## src/design/odx_pkg.sv

```systemverilog
`default_nettype none
package odx_pkg;
    // Operation codes presented to the execution unit.
    typedef enum logic [4:0] {
        OP_NONE       = 5'b0_0000,
        OP_COPY_TO_SEG   = 5'b0_0001,
        OP_COPY_FROM_SEG = 5'b0_0010,
        OP_TABLE_LOOKUP  = 5'b0_0011,
        OP_LOAD_FAR_DATA_SEG  = 5'b0_0100,
        OP_LOAD_FAR_EXTRA_SEG = 5'b0_0101,
        OP_UNSIGNED_PRODUCT = 5'b0_0110,
        OP_SIGNED_PRODUCT   = 5'b0_0111,
        OP_UNSIGNED_QUOTIENT = 5'b0_1000,
        OP_SIGNED_QUOTIENT   = 5'b0_1001,
        OP_ASCII_ADJ_PRODUCT = 5'b0_1010,
        OP_ASCII_ADJ_QUOTIENT = 5'b0_1011,
        OP_BYTE_TO_WORD  = 5'b0_1100,
        OP_WORD_TO_DWORD = 5'b0_1101,
        OP_ADD           = 5'b0_1110,
        OP_ADD_CARRY     = 5'b0_1111,
        OP_DIFFERENCE    = 5'b1_0000,
        OP_BORROW_DIFFERENCE = 5'b1_0001,
        OP_ASCII_ADJ_DIFFERENCE = 5'b1_0010,
        OP_DECIMAL_ADJ_DIFFERENCE = 5'b1_0011,
        OP_ILLEGAL       = 5'b1_1111
    } odx_op_type;

    // Operand source selects.
    typedef enum logic [1:0] {
        SRC_NONE = 2'b00,
        SRC_REG  = 2'b01,
        SRC_RM   = 2'b10,
        SRC_IMM  = 2'b11
    } odx_src_type;

    // First- and second-byte codes and masks.
    localparam logic [7:0] OPC_COPY_TO_SEG    = 8'h8E;
    localparam logic [7:0] OPC_COPY_FROM_SEG  = 8'h8C;
    localparam logic [7:0] OPC_TABLE_LOOKUP   = 8'hD7;
    localparam logic [7:0] OPC_LOAD_FAR_DATA_SEG  = 8'hC5;
    localparam logic [7:0] OPC_LOAD_FAR_EXTRA_SEG = 8'hC4;
    localparam logic [7:0] OPC_GROUP_MULDIV   = 8'hF6;
    localparam logic [7:0] OPC_ASCII_PRODUCT  = 8'hD4;
    localparam logic [7:0] OPC_ASCII_QUOTIENT = 8'hD5;
    localparam logic [7:0] OPC_ASCII_BASE     = 8'h0A;
    localparam logic [7:0] OPC_BYTE_TO_WORD   = 8'h98;
    localparam logic [7:0] OPC_WORD_TO_DWORD  = 8'h99;
    localparam logic [7:0] OPC_ADD_REG        = 8'h00;
    localparam logic [7:0] OPC_ADD_CARRY_REG  = 8'h10;
    localparam logic [7:0] OPC_DIFF_REG       = 8'h28;
    localparam logic [7:0] OPC_BORROW_REG     = 8'h18;
    localparam logic [7:0] OPC_GROUP_IMM      = 8'h80;
    localparam logic [7:0] OPC_ADD_ACC        = 8'h04;
    localparam logic [7:0] OPC_ADD_CARRY_ACC  = 8'h14;
    localparam logic [7:0] OPC_DIFF_ACC       = 8'h2C;
    localparam logic [7:0] OPC_ASCII_DIFF     = 8'h3F;
    localparam logic [7:0] OPC_DECIMAL_DIFF   = 8'h2F;
    localparam logic [7:0] MASK_DW            = 8'hFC;
    localparam logic [7:0] MASK_W             = 8'hFE;

    // Addressing-byte middle field codes.
    localparam logic [2:0] MID_ADD      = 3'b000;
    localparam logic [2:0] MID_CARRY    = 3'b010;
    localparam logic [2:0] MID_BORROW   = 3'b011;
    localparam logic [2:0] MID_UPRODUCT = 3'b100;
    localparam logic [2:0] MID_DIFF     = 3'b101;
    localparam logic [2:0] MID_SPRODUCT = 3'b101;
    localparam logic [2:0] MID_UQUOT    = 3'b110;
    localparam logic [2:0] MID_SQUOT    = 3'b111;

    // Field positions.
    localparam int W_BIT = 0;
    localparam int D_BIT = 1;
    localparam int S_BIT = 1;
    localparam int SEG_MSB = 4;
endpackage
`default_nettype wire

```

## src/design/odx_first_byte.sv

```systemverilog
`default_nettype none
// Classifies a first opcode byte: what follows it and which operation it starts.
module odx_first_byte
(
    input  wire logic [7:0]          opcode,
    output var  logic                needs_modrm,
    output var  logic                acc_imm,
    output var  logic                two_byte_fixed,
    output var  logic                single,
    output var  odx_pkg::odx_op_type op
);
    import odx_pkg::*;
    // Pure decode of the first byte; the middle field refines grouped forms later.
    always_comb begin
        needs_modrm    = 1'b0;
        acc_imm        = 1'b0;
        two_byte_fixed = 1'b0;
        single         = 1'b0;
        op             = OP_ILLEGAL;
        if (opcode == OPC_COPY_TO_SEG) begin
            needs_modrm = 1'b1;
            op = OP_COPY_TO_SEG;
        end else if (opcode == OPC_COPY_FROM_SEG) begin
            needs_modrm = 1'b1;
            op = OP_COPY_FROM_SEG;
        end else if (opcode == OPC_TABLE_LOOKUP) begin
            single = 1'b1;
            op = OP_TABLE_LOOKUP;
        end else if (opcode == OPC_LOAD_FAR_DATA_SEG) begin
            needs_modrm = 1'b1;
            op = OP_LOAD_FAR_DATA_SEG;
        end else if (opcode == OPC_LOAD_FAR_EXTRA_SEG) begin
            needs_modrm = 1'b1;
            op = OP_LOAD_FAR_EXTRA_SEG;
        end else if ((opcode & MASK_W) == OPC_GROUP_MULDIV) begin
            needs_modrm = 1'b1;
            op = OP_NONE;
        end else if (opcode == OPC_ASCII_PRODUCT) begin
            two_byte_fixed = 1'b1;
            op = OP_ASCII_ADJ_PRODUCT;
        end else if (opcode == OPC_ASCII_QUOTIENT) begin
            two_byte_fixed = 1'b1;
            op = OP_ASCII_ADJ_QUOTIENT;
        end else if (opcode == OPC_BYTE_TO_WORD) begin
            single = 1'b1;
            op = OP_BYTE_TO_WORD;
        end else if (opcode == OPC_WORD_TO_DWORD) begin
            single = 1'b1;
            op = OP_WORD_TO_DWORD;
        end else if ((opcode & MASK_DW) == OPC_ADD_CARRY_REG) begin
            needs_modrm = 1'b1;
            op = OP_ADD_CARRY;
        end else if ((opcode & MASK_DW) == OPC_ADD_REG) begin
            needs_modrm = 1'b1;
            op = OP_ADD;
        end else if ((opcode & MASK_DW) == OPC_DIFF_REG) begin
            needs_modrm = 1'b1;
            op = OP_DIFFERENCE;
        end else if ((opcode & MASK_DW) == OPC_BORROW_REG) begin
            needs_modrm = 1'b1;
            op = OP_BORROW_DIFFERENCE;
        end else if ((opcode & MASK_DW) == OPC_GROUP_IMM) begin
            needs_modrm = 1'b1;
            op = OP_NONE;
        end else if ((opcode & MASK_W) == OPC_ADD_ACC) begin
            acc_imm = 1'b1;
            op = OP_ADD;
        end else if ((opcode & MASK_W) == OPC_ADD_CARRY_ACC) begin
            acc_imm = 1'b1;
            op = OP_ADD_CARRY;
        end else if ((opcode & MASK_W) == OPC_DIFF_ACC) begin
            acc_imm = 1'b1;
            op = OP_DIFFERENCE;
        end else if (opcode == OPC_ASCII_DIFF) begin
            single = 1'b1;
            op = OP_ASCII_ADJ_DIFFERENCE;
        end else if (opcode == OPC_DECIMAL_DIFF) begin
            single = 1'b1;
            op = OP_DECIMAL_ADJ_DIFFERENCE;
        end
    end
endmodule
`default_nettype wire

```

## src/design/odx_decoder.sv

```systemverilog
`default_nettype none
// Overview of operation
// - 8E plus segment field copies into segment.
// - 8C copies segment register to operand.
// - D7 is single-byte table lookup.
// - C5 loads far pointer with data segment.
// - C4 loads far pointer with extra segment.
// - F6/F7 field 100/101 unsigned/signed product.
// - F6/F7 field 110/111 unsigned/signed quotient.
// - D4 0A is ASCII adjust after product.
// - D5 0A is ASCII adjust before quotient.
// - 98 sign-extends low byte to word.
// - 99 sign-extends word into doubleword.
// - Add-with-carry register, immediate, accumulator forms.
// - Add immediate forms; accumulator high byte if word.
// - Subtract register, immediate, accumulator forms.
// - Borrow subtract register and immediate forms.
// - 3F is ASCII adjust after difference.
// - 2F is decimal adjust after difference.
module odx_decoder
(
    input  wire logic                 sys_clk,
    input  wire logic                 reset,
    input  wire logic                 byte_valid,
    input  wire logic [7:0]           byte_data,
    output var  logic                 dec_valid,
    output var  odx_pkg::odx_op_type  dec_op,
    output var  logic                 dec_word,
    output var  logic                 dec_reg_is_dest,
    output var  logic [1:0]           dec_mod,
    output var  logic [2:0]           dec_reg,
    output var  logic [2:0]           dec_rm,
    output var  odx_pkg::odx_src_type dec_src,
    output var  logic [15:0]          dec_disp,
    output var  logic [15:0]          dec_imm,
    output var  logic                 dec_error
);
    import odx_pkg::*;

    typedef enum logic [2:0] {
        ST_FIRST  = 3'b000,
        ST_MODRM  = 3'b001,
        ST_DISP_LO = 3'b010,
        ST_DISP_HI = 3'b011,
        ST_IMM_LO = 3'b100,
        ST_IMM_HI = 3'b101,
        ST_FIXED  = 3'b110
    } odx_state_type;

    typedef struct packed {
        odx_state_type state;
        logic [7:0]    opcode;
        odx_op_type    op;
        logic          word;
        logic          reg_dest;
        logic          sext;
        logic          want_imm;
        logic [1:0]    mode;
        logic [2:0]    regf;
        logic [2:0]    rm;
        odx_src_type   src;
        logic [15:0]   disp;
        logic [15:0]   imm;
        logic          valid;
        logic          error;
    } odx_regs_type;

    odx_regs_type regs_ff;
    odx_regs_type nxt_regs;

    logic       fb_modrm;
    logic       fb_acc;
    logic       fb_fixed;
    logic       fb_single;
    odx_op_type fb_op;

    // First-byte classifier.
    odx_first_byte u_first (
        .opcode         (byte_data),
        .needs_modrm    (fb_modrm),
        .acc_imm        (fb_acc),
        .two_byte_fixed (fb_fixed),
        .single         (fb_single),
        .op             (fb_op)
    );

    // Number of displacement bytes an addressing byte calls for.
    function automatic logic [1:0] disp_bytes(input logic [7:0] m);
        if (m[7:6] == 2'b01) begin
            disp_bytes = 2'd1;
        end else if (m[7:6] == 2'b10 || (m[7:6] == 2'b00 && m[2:0] == 3'b110)) begin
            disp_bytes = 2'd2;
        end else begin
            disp_bytes = 2'd0;
        end
    endfunction

    // State after the addressing and displacement bytes are done.
    function automatic odx_state_type after_disp(input logic want);
        after_disp = want ? ST_IMM_LO : ST_FIRST;
    endfunction

    // Decode step. One byte is consumed per valid cycle; the result pulses once.
    always_comb begin
        nxt_regs = regs_ff;
        nxt_regs.valid = 1'b0;
        nxt_regs.error = 1'b0;
        if (byte_valid) begin
            case (regs_ff.state)
                ST_FIRST: begin
                    nxt_regs.opcode = byte_data;
                    nxt_regs.op = fb_op;
                    nxt_regs.word = byte_data[W_BIT];
                    nxt_regs.reg_dest = byte_data[D_BIT];
                    nxt_regs.sext = 1'b0;
                    nxt_regs.want_imm = 1'b0;
                    nxt_regs.mode = 2'b00;
                    nxt_regs.regf = 3'b000;
                    nxt_regs.rm = 3'b000;
                    nxt_regs.disp = 16'h0000;
                    nxt_regs.imm = 16'h0000;
                    nxt_regs.src = SRC_NONE;
                    if (fb_single) begin
                        // Single-byte operations work on the accumulator byte or word implicitly.
                        nxt_regs.word = (fb_op == OP_WORD_TO_DWORD);
                        nxt_regs.reg_dest = 1'b0;
                        nxt_regs.valid = 1'b1;
                    end else if (fb_fixed) begin
                        nxt_regs.word = 1'b0;
                        nxt_regs.reg_dest = 1'b0;
                        nxt_regs.state = ST_FIXED;
                    end else if (fb_acc) begin
                        nxt_regs.reg_dest = 1'b1;
                        nxt_regs.src = SRC_IMM;
                        nxt_regs.state = ST_IMM_LO;
                    end else if (fb_modrm) begin
                        if (byte_data == OPC_COPY_TO_SEG) begin
                            nxt_regs.word = 1'b1;
                            nxt_regs.reg_dest = 1'b1;
                        end else if (byte_data == OPC_COPY_FROM_SEG) begin
                            nxt_regs.word = 1'b1;
                            nxt_regs.reg_dest = 1'b0;
                        end else if (byte_data == OPC_LOAD_FAR_DATA_SEG || byte_data == OPC_LOAD_FAR_EXTRA_SEG) begin
                            nxt_regs.word = 1'b1;
                            nxt_regs.reg_dest = 1'b1;
                        end else if ((byte_data & MASK_DW) == OPC_GROUP_IMM) begin
                            nxt_regs.sext = byte_data[S_BIT];
                            nxt_regs.reg_dest = 1'b0;
                            nxt_regs.want_imm = 1'b1;
                        end else if ((byte_data & MASK_W) == OPC_GROUP_MULDIV) begin
                            nxt_regs.reg_dest = 1'b0;
                        end
                        nxt_regs.state = ST_MODRM;
                    end else begin
                        nxt_regs.error = 1'b1;
                    end
                end
                ST_MODRM: begin
                    nxt_regs.mode = byte_data[7:6];
                    nxt_regs.regf = byte_data[5:3];
                    nxt_regs.rm = byte_data[2:0];
                    nxt_regs.src = regs_ff.want_imm ? SRC_IMM : (regs_ff.reg_dest ? SRC_RM : SRC_REG);
                    if (regs_ff.opcode == OPC_COPY_TO_SEG || regs_ff.opcode == OPC_COPY_FROM_SEG) begin
                        // Only four segment registers exist; a set top bit is refused.
                        if (byte_data[5]) begin
                            nxt_regs.op = OP_ILLEGAL;
                        end
                    end else if ((regs_ff.opcode & MASK_W) == OPC_GROUP_MULDIV) begin
                        if (byte_data[5:3] == MID_UPRODUCT) begin
                            nxt_regs.op = OP_UNSIGNED_PRODUCT;
                        end else if (byte_data[5:3] == MID_SPRODUCT) begin
                            nxt_regs.op = OP_SIGNED_PRODUCT;
                        end else if (byte_data[5:3] == MID_UQUOT) begin
                            nxt_regs.op = OP_UNSIGNED_QUOTIENT;
                        end else if (byte_data[5:3] == MID_SQUOT) begin
                            nxt_regs.op = OP_SIGNED_QUOTIENT;
                        end else begin
                            nxt_regs.op = OP_ILLEGAL;
                        end
                    end else if ((regs_ff.opcode & MASK_DW) == OPC_GROUP_IMM) begin
                        if (byte_data[5:3] == MID_ADD) begin
                            nxt_regs.op = OP_ADD;
                        end else if (byte_data[5:3] == MID_CARRY) begin
                            nxt_regs.op = OP_ADD_CARRY;
                        end else if (byte_data[5:3] == MID_BORROW) begin
                            nxt_regs.op = OP_BORROW_DIFFERENCE;
                        end else if (byte_data[5:3] == MID_DIFF) begin
                            nxt_regs.op = OP_DIFFERENCE;
                        end else begin
                            nxt_regs.op = OP_ILLEGAL;
                        end
                    end
                    if (disp_bytes(byte_data) != 2'd0) begin
                        nxt_regs.state = ST_DISP_LO;
                    end else if (regs_ff.want_imm) begin
                        nxt_regs.state = ST_IMM_LO;
                    end else begin
                        nxt_regs.state = ST_FIRST;
                        nxt_regs.valid = 1'b1;
                    end
                end
                ST_DISP_LO: begin
                    // A one-byte displacement is sign-extended to a word.
                    nxt_regs.disp = {{8{byte_data[7]}}, byte_data};
                    if (regs_ff.mode != 2'b01) begin
                        nxt_regs.state = ST_DISP_HI;
                    end else begin
                        nxt_regs.state = after_disp(regs_ff.want_imm);
                        nxt_regs.valid = !regs_ff.want_imm;
                    end
                end
                ST_DISP_HI: begin
                    nxt_regs.disp = {byte_data, regs_ff.disp[7:0]};
                    nxt_regs.state = after_disp(regs_ff.want_imm);
                    nxt_regs.valid = !regs_ff.want_imm;
                end
                ST_IMM_LO: begin
                    // Sign-extended byte immediates finish here, as do byte-sized ones.
                    nxt_regs.imm = {{8{byte_data[7] & regs_ff.sext & regs_ff.word}}, byte_data};
                    if (regs_ff.word && !regs_ff.sext) begin
                        nxt_regs.state = ST_IMM_HI;
                    end else begin
                        nxt_regs.state = ST_FIRST;
                        nxt_regs.valid = 1'b1;
                    end
                end
                ST_IMM_HI: begin
                    nxt_regs.imm = {byte_data, regs_ff.imm[7:0]};
                    nxt_regs.state = ST_FIRST;
                    nxt_regs.valid = 1'b1;
                end
                ST_FIXED: begin
                    // Only the documented base byte is accepted as the second byte.
                    nxt_regs.state = ST_FIRST;
                    if (byte_data == OPC_ASCII_BASE) begin
                        nxt_regs.valid = 1'b1;
                    end else begin
                        nxt_regs.op = OP_ILLEGAL;
                        nxt_regs.valid = 1'b1;
                    end
                end
                default: begin
                    nxt_regs.state = ST_FIRST;
                end
            endcase
        end
    end

    // State register.
    always_ff @(posedge sys_clk or posedge reset) begin
        if (reset) begin
            regs_ff <= '0;
        end else begin
            regs_ff <= nxt_regs;
        end
    end

    assign dec_valid       = regs_ff.valid;
    assign dec_op          = regs_ff.op;
    assign dec_word        = regs_ff.word;
    assign dec_reg_is_dest = regs_ff.reg_dest;
    assign dec_mod         = regs_ff.mode;
    assign dec_reg         = regs_ff.regf;
    assign dec_rm          = regs_ff.rm;
    assign dec_src         = regs_ff.src;
    assign dec_disp        = regs_ff.disp;
    assign dec_imm         = regs_ff.imm;
    assign dec_error       = regs_ff.error;

    property p_single_byte;
        @(posedge sys_clk) disable iff (reset)
        (regs_ff.state == ST_FIRST && byte_valid && byte_data == OPC_TABLE_LOOKUP)
            |=> (dec_valid && dec_op == OP_TABLE_LOOKUP && !dec_word);
    endproperty
    a_single_byte: assert property (p_single_byte) else $error("table lookup not decoded");

    property p_word_to_dword;
        @(posedge sys_clk) disable iff (reset)
        (regs_ff.state == ST_FIRST && byte_valid && byte_data == OPC_WORD_TO_DWORD)
            |=> (dec_valid && dec_op == OP_WORD_TO_DWORD && dec_word);
    endproperty
    a_word_to_dword: assert property (p_word_to_dword) else $error("word to doubleword not decoded");

    property p_byte_to_word;
        @(posedge sys_clk) disable iff (reset)
        (regs_ff.state == ST_FIRST && byte_valid && byte_data == OPC_BYTE_TO_WORD)
            |=> (dec_valid && dec_op == OP_BYTE_TO_WORD && !dec_word);
    endproperty
    a_byte_to_word: assert property (p_byte_to_word) else $error("byte to word not decoded");

    property p_ascii_product;
        @(posedge sys_clk) disable iff (reset)
        (regs_ff.state == ST_FIRST && byte_valid && byte_data == OPC_ASCII_PRODUCT)
            ##1 (byte_valid && byte_data == OPC_ASCII_BASE) |=> (dec_valid && dec_op == OP_ASCII_ADJ_PRODUCT);
    endproperty
    a_ascii_product: assert property (p_ascii_product) else $error("ascii adjust after product not decoded");

    property p_muldiv;
        @(posedge sys_clk) disable iff (reset)
        (regs_ff.state == ST_MODRM && byte_valid && (regs_ff.opcode & MASK_W) == OPC_GROUP_MULDIV
            && byte_data[5:3] == MID_SQUOT) |=> (dec_op == OP_SIGNED_QUOTIENT);
    endproperty
    a_muldiv: assert property (p_muldiv) else $error("signed quotient not selected");

    property p_product;
        @(posedge sys_clk) disable iff (reset)
        (regs_ff.state == ST_MODRM && byte_valid && (regs_ff.opcode & MASK_W) == OPC_GROUP_MULDIV
            && byte_data[5:3] == MID_UPRODUCT) |=> (dec_op == OP_UNSIGNED_PRODUCT);
    endproperty
    a_product: assert property (p_product) else $error("unsigned product not selected");

    property p_word_bit;
        @(posedge sys_clk) disable iff (reset)
        (regs_ff.state == ST_FIRST && byte_valid && fb_modrm && (byte_data & MASK_DW) == OPC_ADD_CARRY_REG)
            |=> (dec_word == $past(byte_data[W_BIT]) && dec_reg_is_dest == $past(byte_data[D_BIT]));
    endproperty
    a_word_bit: assert property (p_word_bit) else $error("word or direction bit lost");

    property p_sext_imm;
        @(posedge sys_clk) disable iff (reset)
        (regs_ff.state == ST_IMM_LO && byte_valid && regs_ff.sext && regs_ff.word)
            |=> (dec_valid && dec_imm == {{8{$past(byte_data[7])}}, $past(byte_data)});
    endproperty
    a_sext_imm: assert property (p_sext_imm) else $error("sign-extended immediate wrong");

    // A segment field beyond the four segment registers must never decode as a copy into a segment.
    property p_seg_refuse;
        @(posedge sys_clk) disable iff (reset)
        (regs_ff.state == ST_MODRM && byte_valid && regs_ff.opcode == OPC_COPY_TO_SEG && byte_data[5])
            |=> (dec_op == OP_ILLEGAL);
    endproperty
    a_seg_refuse: assert property (p_seg_refuse) else $error("bad segment field not refused");

    property p_acc_byte_imm;
        @(posedge sys_clk) disable iff (reset)
        (regs_ff.state == ST_FIRST && byte_valid && (byte_data & MASK_W) == OPC_ADD_ACC && !byte_data[W_BIT])
            ##1 byte_valid |=> (dec_valid && dec_op == OP_ADD && !dec_word);
    endproperty
    a_acc_byte_imm: assert property (p_acc_byte_imm) else $error("byte immediate add not decoded");

    property p_signed_product;
        @(posedge sys_clk) disable iff (reset)
        (regs_ff.state == ST_MODRM && byte_valid && (regs_ff.opcode & MASK_W) == OPC_GROUP_MULDIV
            && byte_data[5:3] == MID_SPRODUCT) |=> (dec_op == OP_SIGNED_PRODUCT);
    endproperty
    a_signed_product: assert property (p_signed_product) else $error("signed product not selected");
endmodule
`default_nettype wire

```

## config.mk

```make
export PLATFORM = sky130hd
export DESIGN_NAME = odx_decoder
export DESIGN_NICKNAME = d
export VERILOG_FILES = /design/src/design/odx_pkg.sv /design/src/design/odx_first_byte.sv /design/src/design/odx_decoder.sv
export SDC_FILE = /design/constraint.sdc
export NUM_CORES = 1
export LEC_CHECK = 0
export ABC_AREA = 1
export BUFFER_PORTS_ARGS = -buffer_cell sky130_fd_sc_hd__buf_2
export CORE_AREA = 2 2 101 103
export DETAILED_ROUTE_END_ITERATION = 12
export DIE_AREA = 0 0 103 105
export GPL_ROUTABILITY_DRIVEN = 1
export GPL_TIMING_DRIVEN = 0
export PLACE_DENSITY = 0.68
export SLEW_MARGIN = 10
export SYNTH_ARGS = -nofsm -noshare
export SYNTH_HDL_FRONTEND = slang
export SYNTH_SLANG_ARGS = --single-unit
export TNS_END_PERCENT = 50
```

## constraint.sdc

```tcl
create_clock -name sys_clk -period 2 [get_ports sys_clk]
set_clock_uncertainty 0.15 [all_clocks]
set_input_delay 0.1 -clock sys_clk [delete_from_list [all_inputs] [get_ports sys_clk]]
set_output_delay 0.1 -clock sys_clk [all_outputs]
set_load 0.01 [all_outputs]
```

== Word level (Yosys, flattened, before mapping) ==
Cells that the tools add are included.

* Output and inout port bits: 51
* Register bits: 64

* Equal/unequal tests: 46
* Bitwise logic cells: 4
* Muxes and demuxes: 146
* Reduce and logical (&&, ||, !) cells: 27

{| class="wikitable"
|+ Operators with widths
! cell !! count
|-
| $mux 5 || 30
|-
| $pmux 16 s3 || 2
|-
| $eq 8x8->1 const B || 11
|-
| $mux 1 || 77
|-
| $mux 2 || 21
|-
| $eq 3x3->1 const B || 8
|-
| $mux 3 || 8
|-
| $pmux 10 s2 || 1
|-
| $eq 8x6->1 const B || 2
|-
| $mux 4 || 4
|-
| $pmux 3 s5 || 1
|-
| $pmux 5 s3 || 1
|-
| $eq 7x7->1 const B || 2
|-
| $eq 3x2->1 const B || 4
|-
| $eq 6x3->1 const B || 2
|-
| $eq 6x6->1 const B || 2
|-
| $reduce_and 3->1 || 3
|-
| $reduce_bool 3->1 || 3
|-
| $eq 8x4->1 const B || 1
|-
| $logic_not 8->1 || 1
|-
| $ne 4x4->1 const B || 2
|-
| $reduce_and 2->1 || 4
|-
| $reduce_bool 2->1 || 4
|-
| $eq 7x2->1 const B || 1
|-
| other kinds (20) || 28
|}

== Longest topological paths before layout ==
Gate-level depths: netlist of the first run.

* Depth after elaboration: 24
* Gate-level depth with buffers: 12
* Depth with buffers taken out: 12

== Modules after synthesis ==
A second synthesis of the first run with hierarchy kept.

* Cell total of the unflattened synthesis: 557
* Area, all modules: 4035.1 sq um

{| class="wikitable"
|+ By module, submodules not included
! module !! instances !! area an instance (sq um) !! cells an instance
|-
| odx_decoder || 1 || 3582.2 || 464
|-
| odx_first_byte || 1 || 452.9 || 93
|}

== Worst setup path before layout of the first run ==
Ideal clock, no wire load.

* Path type: reg-to-reg
* Start point: reg regs_ff[61] (netlist bit)
* End point: reg regs_ff (netlist bit dec_op[1])
* Cell stages (with the launch flop): 9
* Buffers on the path: 0
* Required time: 1.728 ns
* Library setup time: 0.122 ns
* Path slack: 0.368 ns
* Arrival time: 1.361 ns
* Cells stage by stage: dfrtp_1 -> inv_2 -> nand2_2 -> nor2_2 -> o21ai_2 -> a21oi_2 -> nand2_2 -> nor2_2 -> a21oi_1

* Word-level cells in the longest chain between the ends: 3
* Elaborated cells on any way between the ends: 9
* Those cells by class: eq/ne: 5; mux: 1; reduce/logical: 3

{| class="wikitable"
|+ Ends and longest elaborated chain
! item !! line !! text
|-
| start, declared || odx_decoder.sv:68 || <nowiki>odx_regs_type regs_ff;</nowiki>
|-
| start signal, assigned || odx_decoder.sv:254 || <nowiki>regs_ff <= nxt_regs;</nowiki>
|-
| $eq 3x1->1 (tied with other cells) || odx_decoder.sv:109 || <nowiki>case (regs_ff.state)</nowiki>
|-
| $ne 4x4->1 (no source line) (tied with other cells) || - ||
|-
| $reduce_and 5->1 (no source line) || - ||
|}

Several ways; a longest one is shown, not always the timed one.
A chain may end at the register's enable or synchronous reset.

== Worst setup path in the final report of the first run ==
* Start point: in byte_data[5]
* End point: reg regs_ff[62] (netlist bit)

* Word-level cells in the longest chain between the ends: 23
* Elaborated cells on any way between the ends: 88
* Those cells by class: eq/ne: 21; mux: 65; reduce/logical: 2

{| class="wikitable"
|+ Ends and longest elaborated chain
! item !! line !! text
|-
| start, declared || odx_decoder.sv:25 || <nowiki>input wire logic [7:0] byte_data,</nowiki>
|-
| $eq 7x5->1 / $eq 8x6->1 (equally long branches) || odx_first_byte.sv:71, odx_first_byte.sv:77 ||
|-
| $mux 1, on equally long branches || odx_first_byte.sv:71, odx_first_byte.sv:77 ||
|-
| $mux 1, on equally long branches || odx_first_byte.sv:68, odx_first_byte.sv:74 ||
|-
| $mux 1, on equally long branches || odx_first_byte.sv:65, odx_first_byte.sv:71 ||
|-
| $mux 1, on equally long branches || odx_first_byte.sv:62, odx_first_byte.sv:68 ||
|-
| $mux 1, on equally long branches || odx_first_byte.sv:59, odx_first_byte.sv:65 ||
|-
| $mux 1, on equally long branches || odx_first_byte.sv:56, odx_first_byte.sv:62 ||
|-
| $mux 1, on equally long branches || odx_first_byte.sv:53, odx_first_byte.sv:59 ||
|-
| (+7 left out) || - ||
|-
| $mux 1, on equally long branches || odx_first_byte.sv:29, odx_first_byte.sv:35 ||
|-
| $mux 1, on equally long branches || odx_first_byte.sv:26, odx_first_byte.sv:32 ||
|-
| $mux 1, on equally long branches || odx_first_byte.sv:23, odx_first_byte.sv:29 ||
|-
| $mux 1, on equally long branches || odx_first_byte.sv:20, odx_first_byte.sv:26 ||
|-
| $mux 3 / $mux 1 (equally long branches) || odx_decoder.sv:132, odx_first_byte.sv:23 ||
|-
| $mux 3 / $mux 1 (equally long branches) || odx_decoder.sv:128, odx_first_byte.sv:20 ||
|-
| $mux 3 / $ne 2x2->1 (equally long branches) || - ||
|-
| $pmux 3 s5 / $reduce_and 3->1 (equally long branches) || - ||
|}

Several ways; a longest one is shown, not always the timed one. The select of a mux whose other input is x is not followed.

==> impl_metrics.json, run 1 <==
{
  "synthCells": 487,
  "cp_cell_sequence": "dlygate4sd3_1, buf_6, inv_4, nand2_1, o21ai_1, nand2_1, nand4_1, nand3b_4, nand2_2, nand2_1, nand2_1",
  "clk_pin_slew_ns": 0.08,
  "start_kind": "input pin",
  "start_util_pct": 39.56,
  "ys_top_cells_by_area": "dfrtp_1, nand2_1, buf_4",
  "nNetsFinal": 576,
  "slowest_stage": "dlygate4sd3_1",
  "synth.net_count": 498,
  "wirelength_mm": 10.36,
  "irDropWorstVdd_v": 0.0004728,
  "netlist_area_sq_um": 3814,
  "critPathKind": "input pin to flop",
  "drive_above_1_share_pct": 32.63,
  "drtAntennaViolNets": 0,
  "yosys.area_share.simple_pct": 28.38,
  "portBuffers": 57,
  "area_delta_synth_final_pct": 21.49,
  "die_w_um": 103,
  "ioPinCount": 62,
  "worstPathRequired_ns": 2.08,
  "ys_seq_area_share_pct": 41.99,
  "die-height_um": 105,
  "synth_top_family_by_area": "simple AND/OR/NAND/NOR gates",
  "grt_antenna_before_repair": 0,
  "ys_ff_latch": 64,
  "final_common_cell": "nand2_1",
  "crit_fanout": 9,
  "synth-compound-area-share_pct": 11.55,
  "dp_hpwl_mm": 7.634,
  "dieArea_sq_um": 10820,
  "outcome": "completed",
  "grt_overflow": 0,
  "htreeDepth": 3,
  "avgSynthCellArea_sq_um": 7.831,
  "netlist.top_cell.by_area": "dfrtp_1",
  "fillers": 990,
  "synthXorXnorAreaFrac_pct": 0,
  "hold_viol": 0,
  "setup_violations": 0,
  "clkSinkCount": 64,
  "grt_use_total_pct": 20.04,
  "num_vias": 3437,
  "timing.fmax_mhz": 527.4,
  "rr_endpoint": "dec_imm[13]$_DFFE_PP0P_",
  "drv_slew": 0,
  "hold_start": "byte_data[3]",
  "cpPeakStageDelay_ns": 0.55,
  "antennaDiodeCount": 0,
  "yosysUniqueCellTypes": 33,
  "row_count": 36,
  "grt_pass1_wl_mm": 16.74,
  "yosysWarningCount": 0,
  "critical_path.top_delay_family": "buffers and inverters",
  "worst_pin_slew_ns": 0.7818,
  "multi_input_area_sq_um": 1644,
  "drc_errors": 0,
  "cts_tree": "built",
  "p_leak_uw": 0.002436,
  "grt_pass1_vias": 3350,
  "synth_top_area_share_pct": 41.99,
  "min_period_ns": 1.896,
  "post-route-period-util_pct": 94.80,
  "cp-end-kind": "flop",
  "cts_root_buf": "clkbuf_8",
  "numCtsBuffers": 9,
  "ff2ff_setup_slack_ns": 0.14,
  "drtIter0Drc": 226,
  "regToRegStartpoint": "regs_ff[61]$_DFFE_PP0P_",
  "powerDensity_nw_per_um2": 1266,
  "reg2reg_depth": 7,
  "grt_start_max_net_pins": 65,
  "clk-insertion-delay-late_ns": 0.35,
  "wire_per_inst_um": 14.73,
  "maxCapViolCount": 0,
  "cpMostUsedCell": "nand2_1",
  "rsz0062_at_grt": "true",
  "hold_path.class": "input pin to flop",
  "finalWeightedCongestion": 0.9165,
  "clockBufferDepth": 2,
  "p_total_uw": 5866,
  "via_per_inst": 4.889,
  "cp-endpoint": "regs_ff[62]$_DFFE_PP0P_",
  "path_buf_inv": 3,
  "timing.hold.ws_ns": 0.06116,
  "final_cell_mix": "nand2_1, dfrtp_1, buf_2",
  "critPathLaunch": "byte_data[5]",
  "synthMuxAreaShare_pct": 2.067,
  "seq_area_sq_um": 1602,
  "slew_headroom_pct": 47.88,
  "core_sq_um": 9639,
  "crit_cells": 11,
  "drt_pre_antenna_iters": 4,
  "synthAdderAreaFrac_pct": 0,
  "worstPathArrival_ns": 1.98
}
cell families (layout without fill, tap and decap cells):
kind of cell | after synthesis | count (layout)
AOI/OAI and AO/OA | 81 | 81
buffers and inverters | 107 | 190
DFF | 64 | 64
muxes | 7 | 7
and+or+nand+nor | 228 | 228
per-layer routing:
metal / up-vias / routed length, um / GRT usage (%)
met2: 120 / 4932 / 32.70
met3: 13 / 574 / 3.211
met4: 0 / 108 / 4.793
met1: 1604 / 4739 / 27.66
met5: - / 0 / 0
li1: 1700 / - / -
synth_stat cells:
| master | instances |
|---|---|
| a211oi_4 | 1 |
| a21oi_1 | 22 |
| a21oi_2 | 1 |
| a31oi_1 | 2 |
| buf_2 | 1 |
| buf_4 | 53 |
| buf_6 | 1 |
| clkbuf_1 | 1 |
| clkinv_1 | 1 |
| clkinv_2 | 1 |
| dfrtp_1 | 64 |
| inv_1 | 37 |
| inv_2 | 12 |
| mux2_2 | 7 |
| nand2_1 | 115 |
| nand2_2 | 5 |
| nand2_4 | 2 |
| nand3_1 | 35 |
| nand3_2 | 7 |
| nand3b_4 | 1 |
| nand4_1 | 10 |
| nor2_1 | 36 |
| nor2_2 | 6 |
| nor2_4 | 3 |
| nor2_8 | 1 |
| nor3_1 | 6 |
| nor3b_2 | 1 |
| o211ai_1 | 1 |
| o21a_1 | 2 |
| o21ai_0 | 45 |
| o21ai_1 | 4 |
| o21ai_2 | 1 |
| o22ai_1 | 2 |
repair_timing:
item / CTS / global route
setup endpoints to repair: 0 / 26
resized for setup: 0 / 15
buffers inserted: 0 / 1
hold buffers: 9 / 0
endpoints found under the hold margin: 87 / 0
tightest hold or removal path, stage by stage:
cell and delay (ns):
buf_2 0.12, buf_4 0.18, nand2_1 0.06, o21ai_0 0.06
stage by stage:
| stage | instances | setup slack [ns] | setup TNS, ns | util (%) | instance area, sq um |
|---|---|---|---|---|---|
| 2_1_floorplan | 487 | 0.1519 | 0 | - | 3814 |
| 3_3_place_gp | 677 | -0.5717 | -36.40 | 44.25 | 4265 |
| 3_5_place_dp | 677 | 0.04310 | 0 | 44.28 | 4268 |
| 4_1_cts | 702 | 0.01873 | 0 | 47.51 | 4579 |
| 5_1_grt | 703 | -0.02272 | -0.04476 | 48.07 | 4633 |
| 6_report | 703 | 0.1040 | 0 | 48.07 | 4633 |
final cells by class:
class | count | share of cell area, %
multi-input cells | 316 | 35.48
flip-flops and latches | 64 | 34.57
clock buffers | 11 | 3.052
inverters | 51 | 4.294
plain buffers | 56 | 9.020
well taps | 133 | 3.592
clock inverters | 5 | 1.728
repair buffers | 67 | 8.264
how the worst min path moves through the flow:
stage / to / slack [ns] / cells after the start
finish: regs_ff[56]$_DFFE_PP0P_ / 0.06 / 4
global route: dec_reg[0]$_DFFE_PP0P_ / 0.09 / 3
CTS: regs_ff[56]$_DFFE_PP0P_ / 0.06 / 4
detailed placement: dec_imm[7]$_DFFE_PP0P_ / 0.16 / 2
global placement: regs_ff[58]$_DFFE_PP0P_ / 0.25 / 3
floorplan: regs_ff[53]$_DFFE_PP0P_ / 0.07 / 2
power breakdown:
group | internal [uW] | switching (uW)
clock | 734 | 538
sequential | 1740 | 280
combinational | 1130 | 1440
total | 3600 | 2260
(Power assumes the default switching activity.)
==> inputs of run 2 (changes only) <==
--- a/config.mk
+++ b/config.mk
@@ -13,6 +13,7 @@
 export GPL_ROUTABILITY_DRIVEN = 1
 export GPL_TIMING_DRIVEN = 0
 export PLACE_DENSITY = 0.68
+export REMOVE_ABC_BUFFERS = 1
 export SLEW_MARGIN = 10
 export SYNTH_ARGS = -nofsm -noshare
 export SYNTH_HDL_FRONTEND = slang
==> impl_metrics.json, run 2 (synthesis results as in run 1) <==
{
  "drc_errors": 0,
  "portBuffers": 61,
  "die-height_um": 105,
  "die_w_um": 103,
  "dp_hpwl_mm": 7.356,
  "post-route-period-util_pct": 96.95,
  "dieArea_sq_um": 10820,
  "hold_start": "byte_data[5]",
  "grt_pass1_vias": 3327,
  "powerDensity_nw_per_um2": 1286,
  "final_common_cell": "nand2_1",
  "start_kind": "input pin",
  "row_count": 36,
  "clk-insertion-delay-late_ns": 0.36,
  "drtIter0Drc": 205,
  "final_cells": 655,
  "num_vias": 3301,
  "cp-end-kind": "flop",
  "nNetsFinal": 528,
  "clockBufferDepth": 2,
  "drv_slew": 0,
  "fin_setup_tns_ns": 0,
  "clk_pin_slew_ns": 0.08,
  "via_per_inst": 5.040,
  "ioPinCount": 62,
  "wirelength_mm": 10.38,
  "drt_pre_antenna_iters": 4,
  "grt_overflow": 0,
  "outcome": "completed",
  "worst_pin_slew_ns": 0.7687,
  "critPathKind": "input pin to flop",
  "start_util_pct": 39.56,
  "drtAntennaViolNets": 0,
  "maxCapViolCount": 0,
  "slew_headroom_pct": 48.75,
  "antennaDiodeCount": 0,
  "setup_violations": 0,
  "hold_viol": 0,
  "regToRegStartpoint": "regs_ff[62]$_DFFE_PP0P_",
  "grt_use_total_pct": 19.81,
  "htreeDepth": 3,
  "place_inst": 625,
  "worstPathRequired_ns": 2.14,
  "timing.fmax_mhz": 515.7,
  "post-route-util_pct": 44.39,
  "wire_per_inst_um": 15.84,
  "hold_path.class": "input pin to flop",
  "grt_start_max_net_pins": 65,
  "numCtsBuffers": 9,
  "cts_root_buf": "clkbuf_8",
  "cts_tree": "built",
  "p_total_uw": 5504,
  "grt_antenna_before_repair": 0,
  "timing.hold.ws_ns": 0.09728,
  "rsz0062_at_grt": "false",
  "p_leak_uw": 0.002184,
  "crit_fanout": 8,
  "area_delta_synth_final_pct": 12.20,
  "core_sq_um": 9639,
  "irDropWorstVdd_v": 0.0005043,
  "min_period_ns": 1.939,
  "drive_above_1_share_pct": 26.05,
  "clkSinkCount": 64,
  "grt_pass1_wl_mm": 16.33,
  "finalWeightedCongestion": 0.9160,
  "critPathLaunch": "byte_data[2]",
  "final_cell_mix": "nand2_1, dfrtp_1, buf_2",
  "worstPathArrival_ns": 2.08
}
==> run 2: cell types whose count changed in the layout (fill, tap and decap cells not counted), moves of 2 or more <==
cell / delta
buf_4: -52
nor2_2: -4
clkinv_4: +3
nor2_1: +3
clkbuf_1: -2
clkbuf_4: +2
dfrtp_1: -2
dfrtp_2: +2
dlygate4sd3_1: +2
nor2_4: +2
o21ai_0: +2
o21ai_1: -2
==> run 2: area by class of cell <==
cell class,count,area [sq um]
fillers,1018,5360
well taps,133,166.4
clock buffers,9,123.9
clock inverters,7,105.1
multi-input cells,317,1647
inverters,51,197.7
flip-flops and latches,64,1604
repair buffers,74,435.4
==> run 2: through the flow <==
stage / setup WS [ns] / instance area [sq um]
floorplan: 0.1515 / 3396
global placement: -0.5950 / 3867
detailed placement: -0.2824 / 3870
CTS: 0.01762 / 4223
global route: 0.006067 / 4279
finish: 0.06093 / 4279
==> run 2: per-layer routing <==
metal,vias to the layer above,global-route usage (%),part of all wire [%]
met3,20,4.950,6.2
met2,103,31.12,48
met1,1582,26.69,45
met5,-,0,0
met4,0,6.015,1.4
li1,1596,-,-
==> run 2: repair_timing <==
item	4_1_cts	5_1_grt
gates resized for setup	3	11
hold buffers	11	0
pin swaps	1	3
hold endpoints to repair	86	0
gates cloned	1	0
setup buffers	0	2
setup endpoints to repair	23	25
==> run 2: worst paths after layout <==
check                      slack [ns]  depth (start not counted)                      end
hold / removal                    0.1                          3   dec_reg[2]$_DFFE_PP0P_
min in group asynchronous        0.29                          3  dec_disp[2]$_DFFE_PP0P_
hold reg to reg                  0.33                          2    dec_op[0]$_DFFE_PP0P_
max in group asynchronous        0.87                          3  regs_ff[63]$_DFFE_PP0P_
setup / recovery                 0.06                         11  regs_ff[62]$_DFFE_PP0P_
setup reg to reg                 0.09                          7  dec_imm[13]$_DFFE_PP0P_
==> run 2: critical path, cell delays in order <==
cell	delay, ns
dlygate4sd3_1	0.52
buf_2	0.17
inv_2	0.22
nor2_4	0.08
nand4_1	0.23
nand2_2	0.11
nor3b_2	0.27
nand3b_4	0.16
nand2_2	0.10
nand2_1	0.05
nand2_1	0.06
==> run 2: power breakdown <==
group / internal, uW / switching (uW)
clock network: 716 / 574
logic: 773 / 1390
registers: 1740 / 313
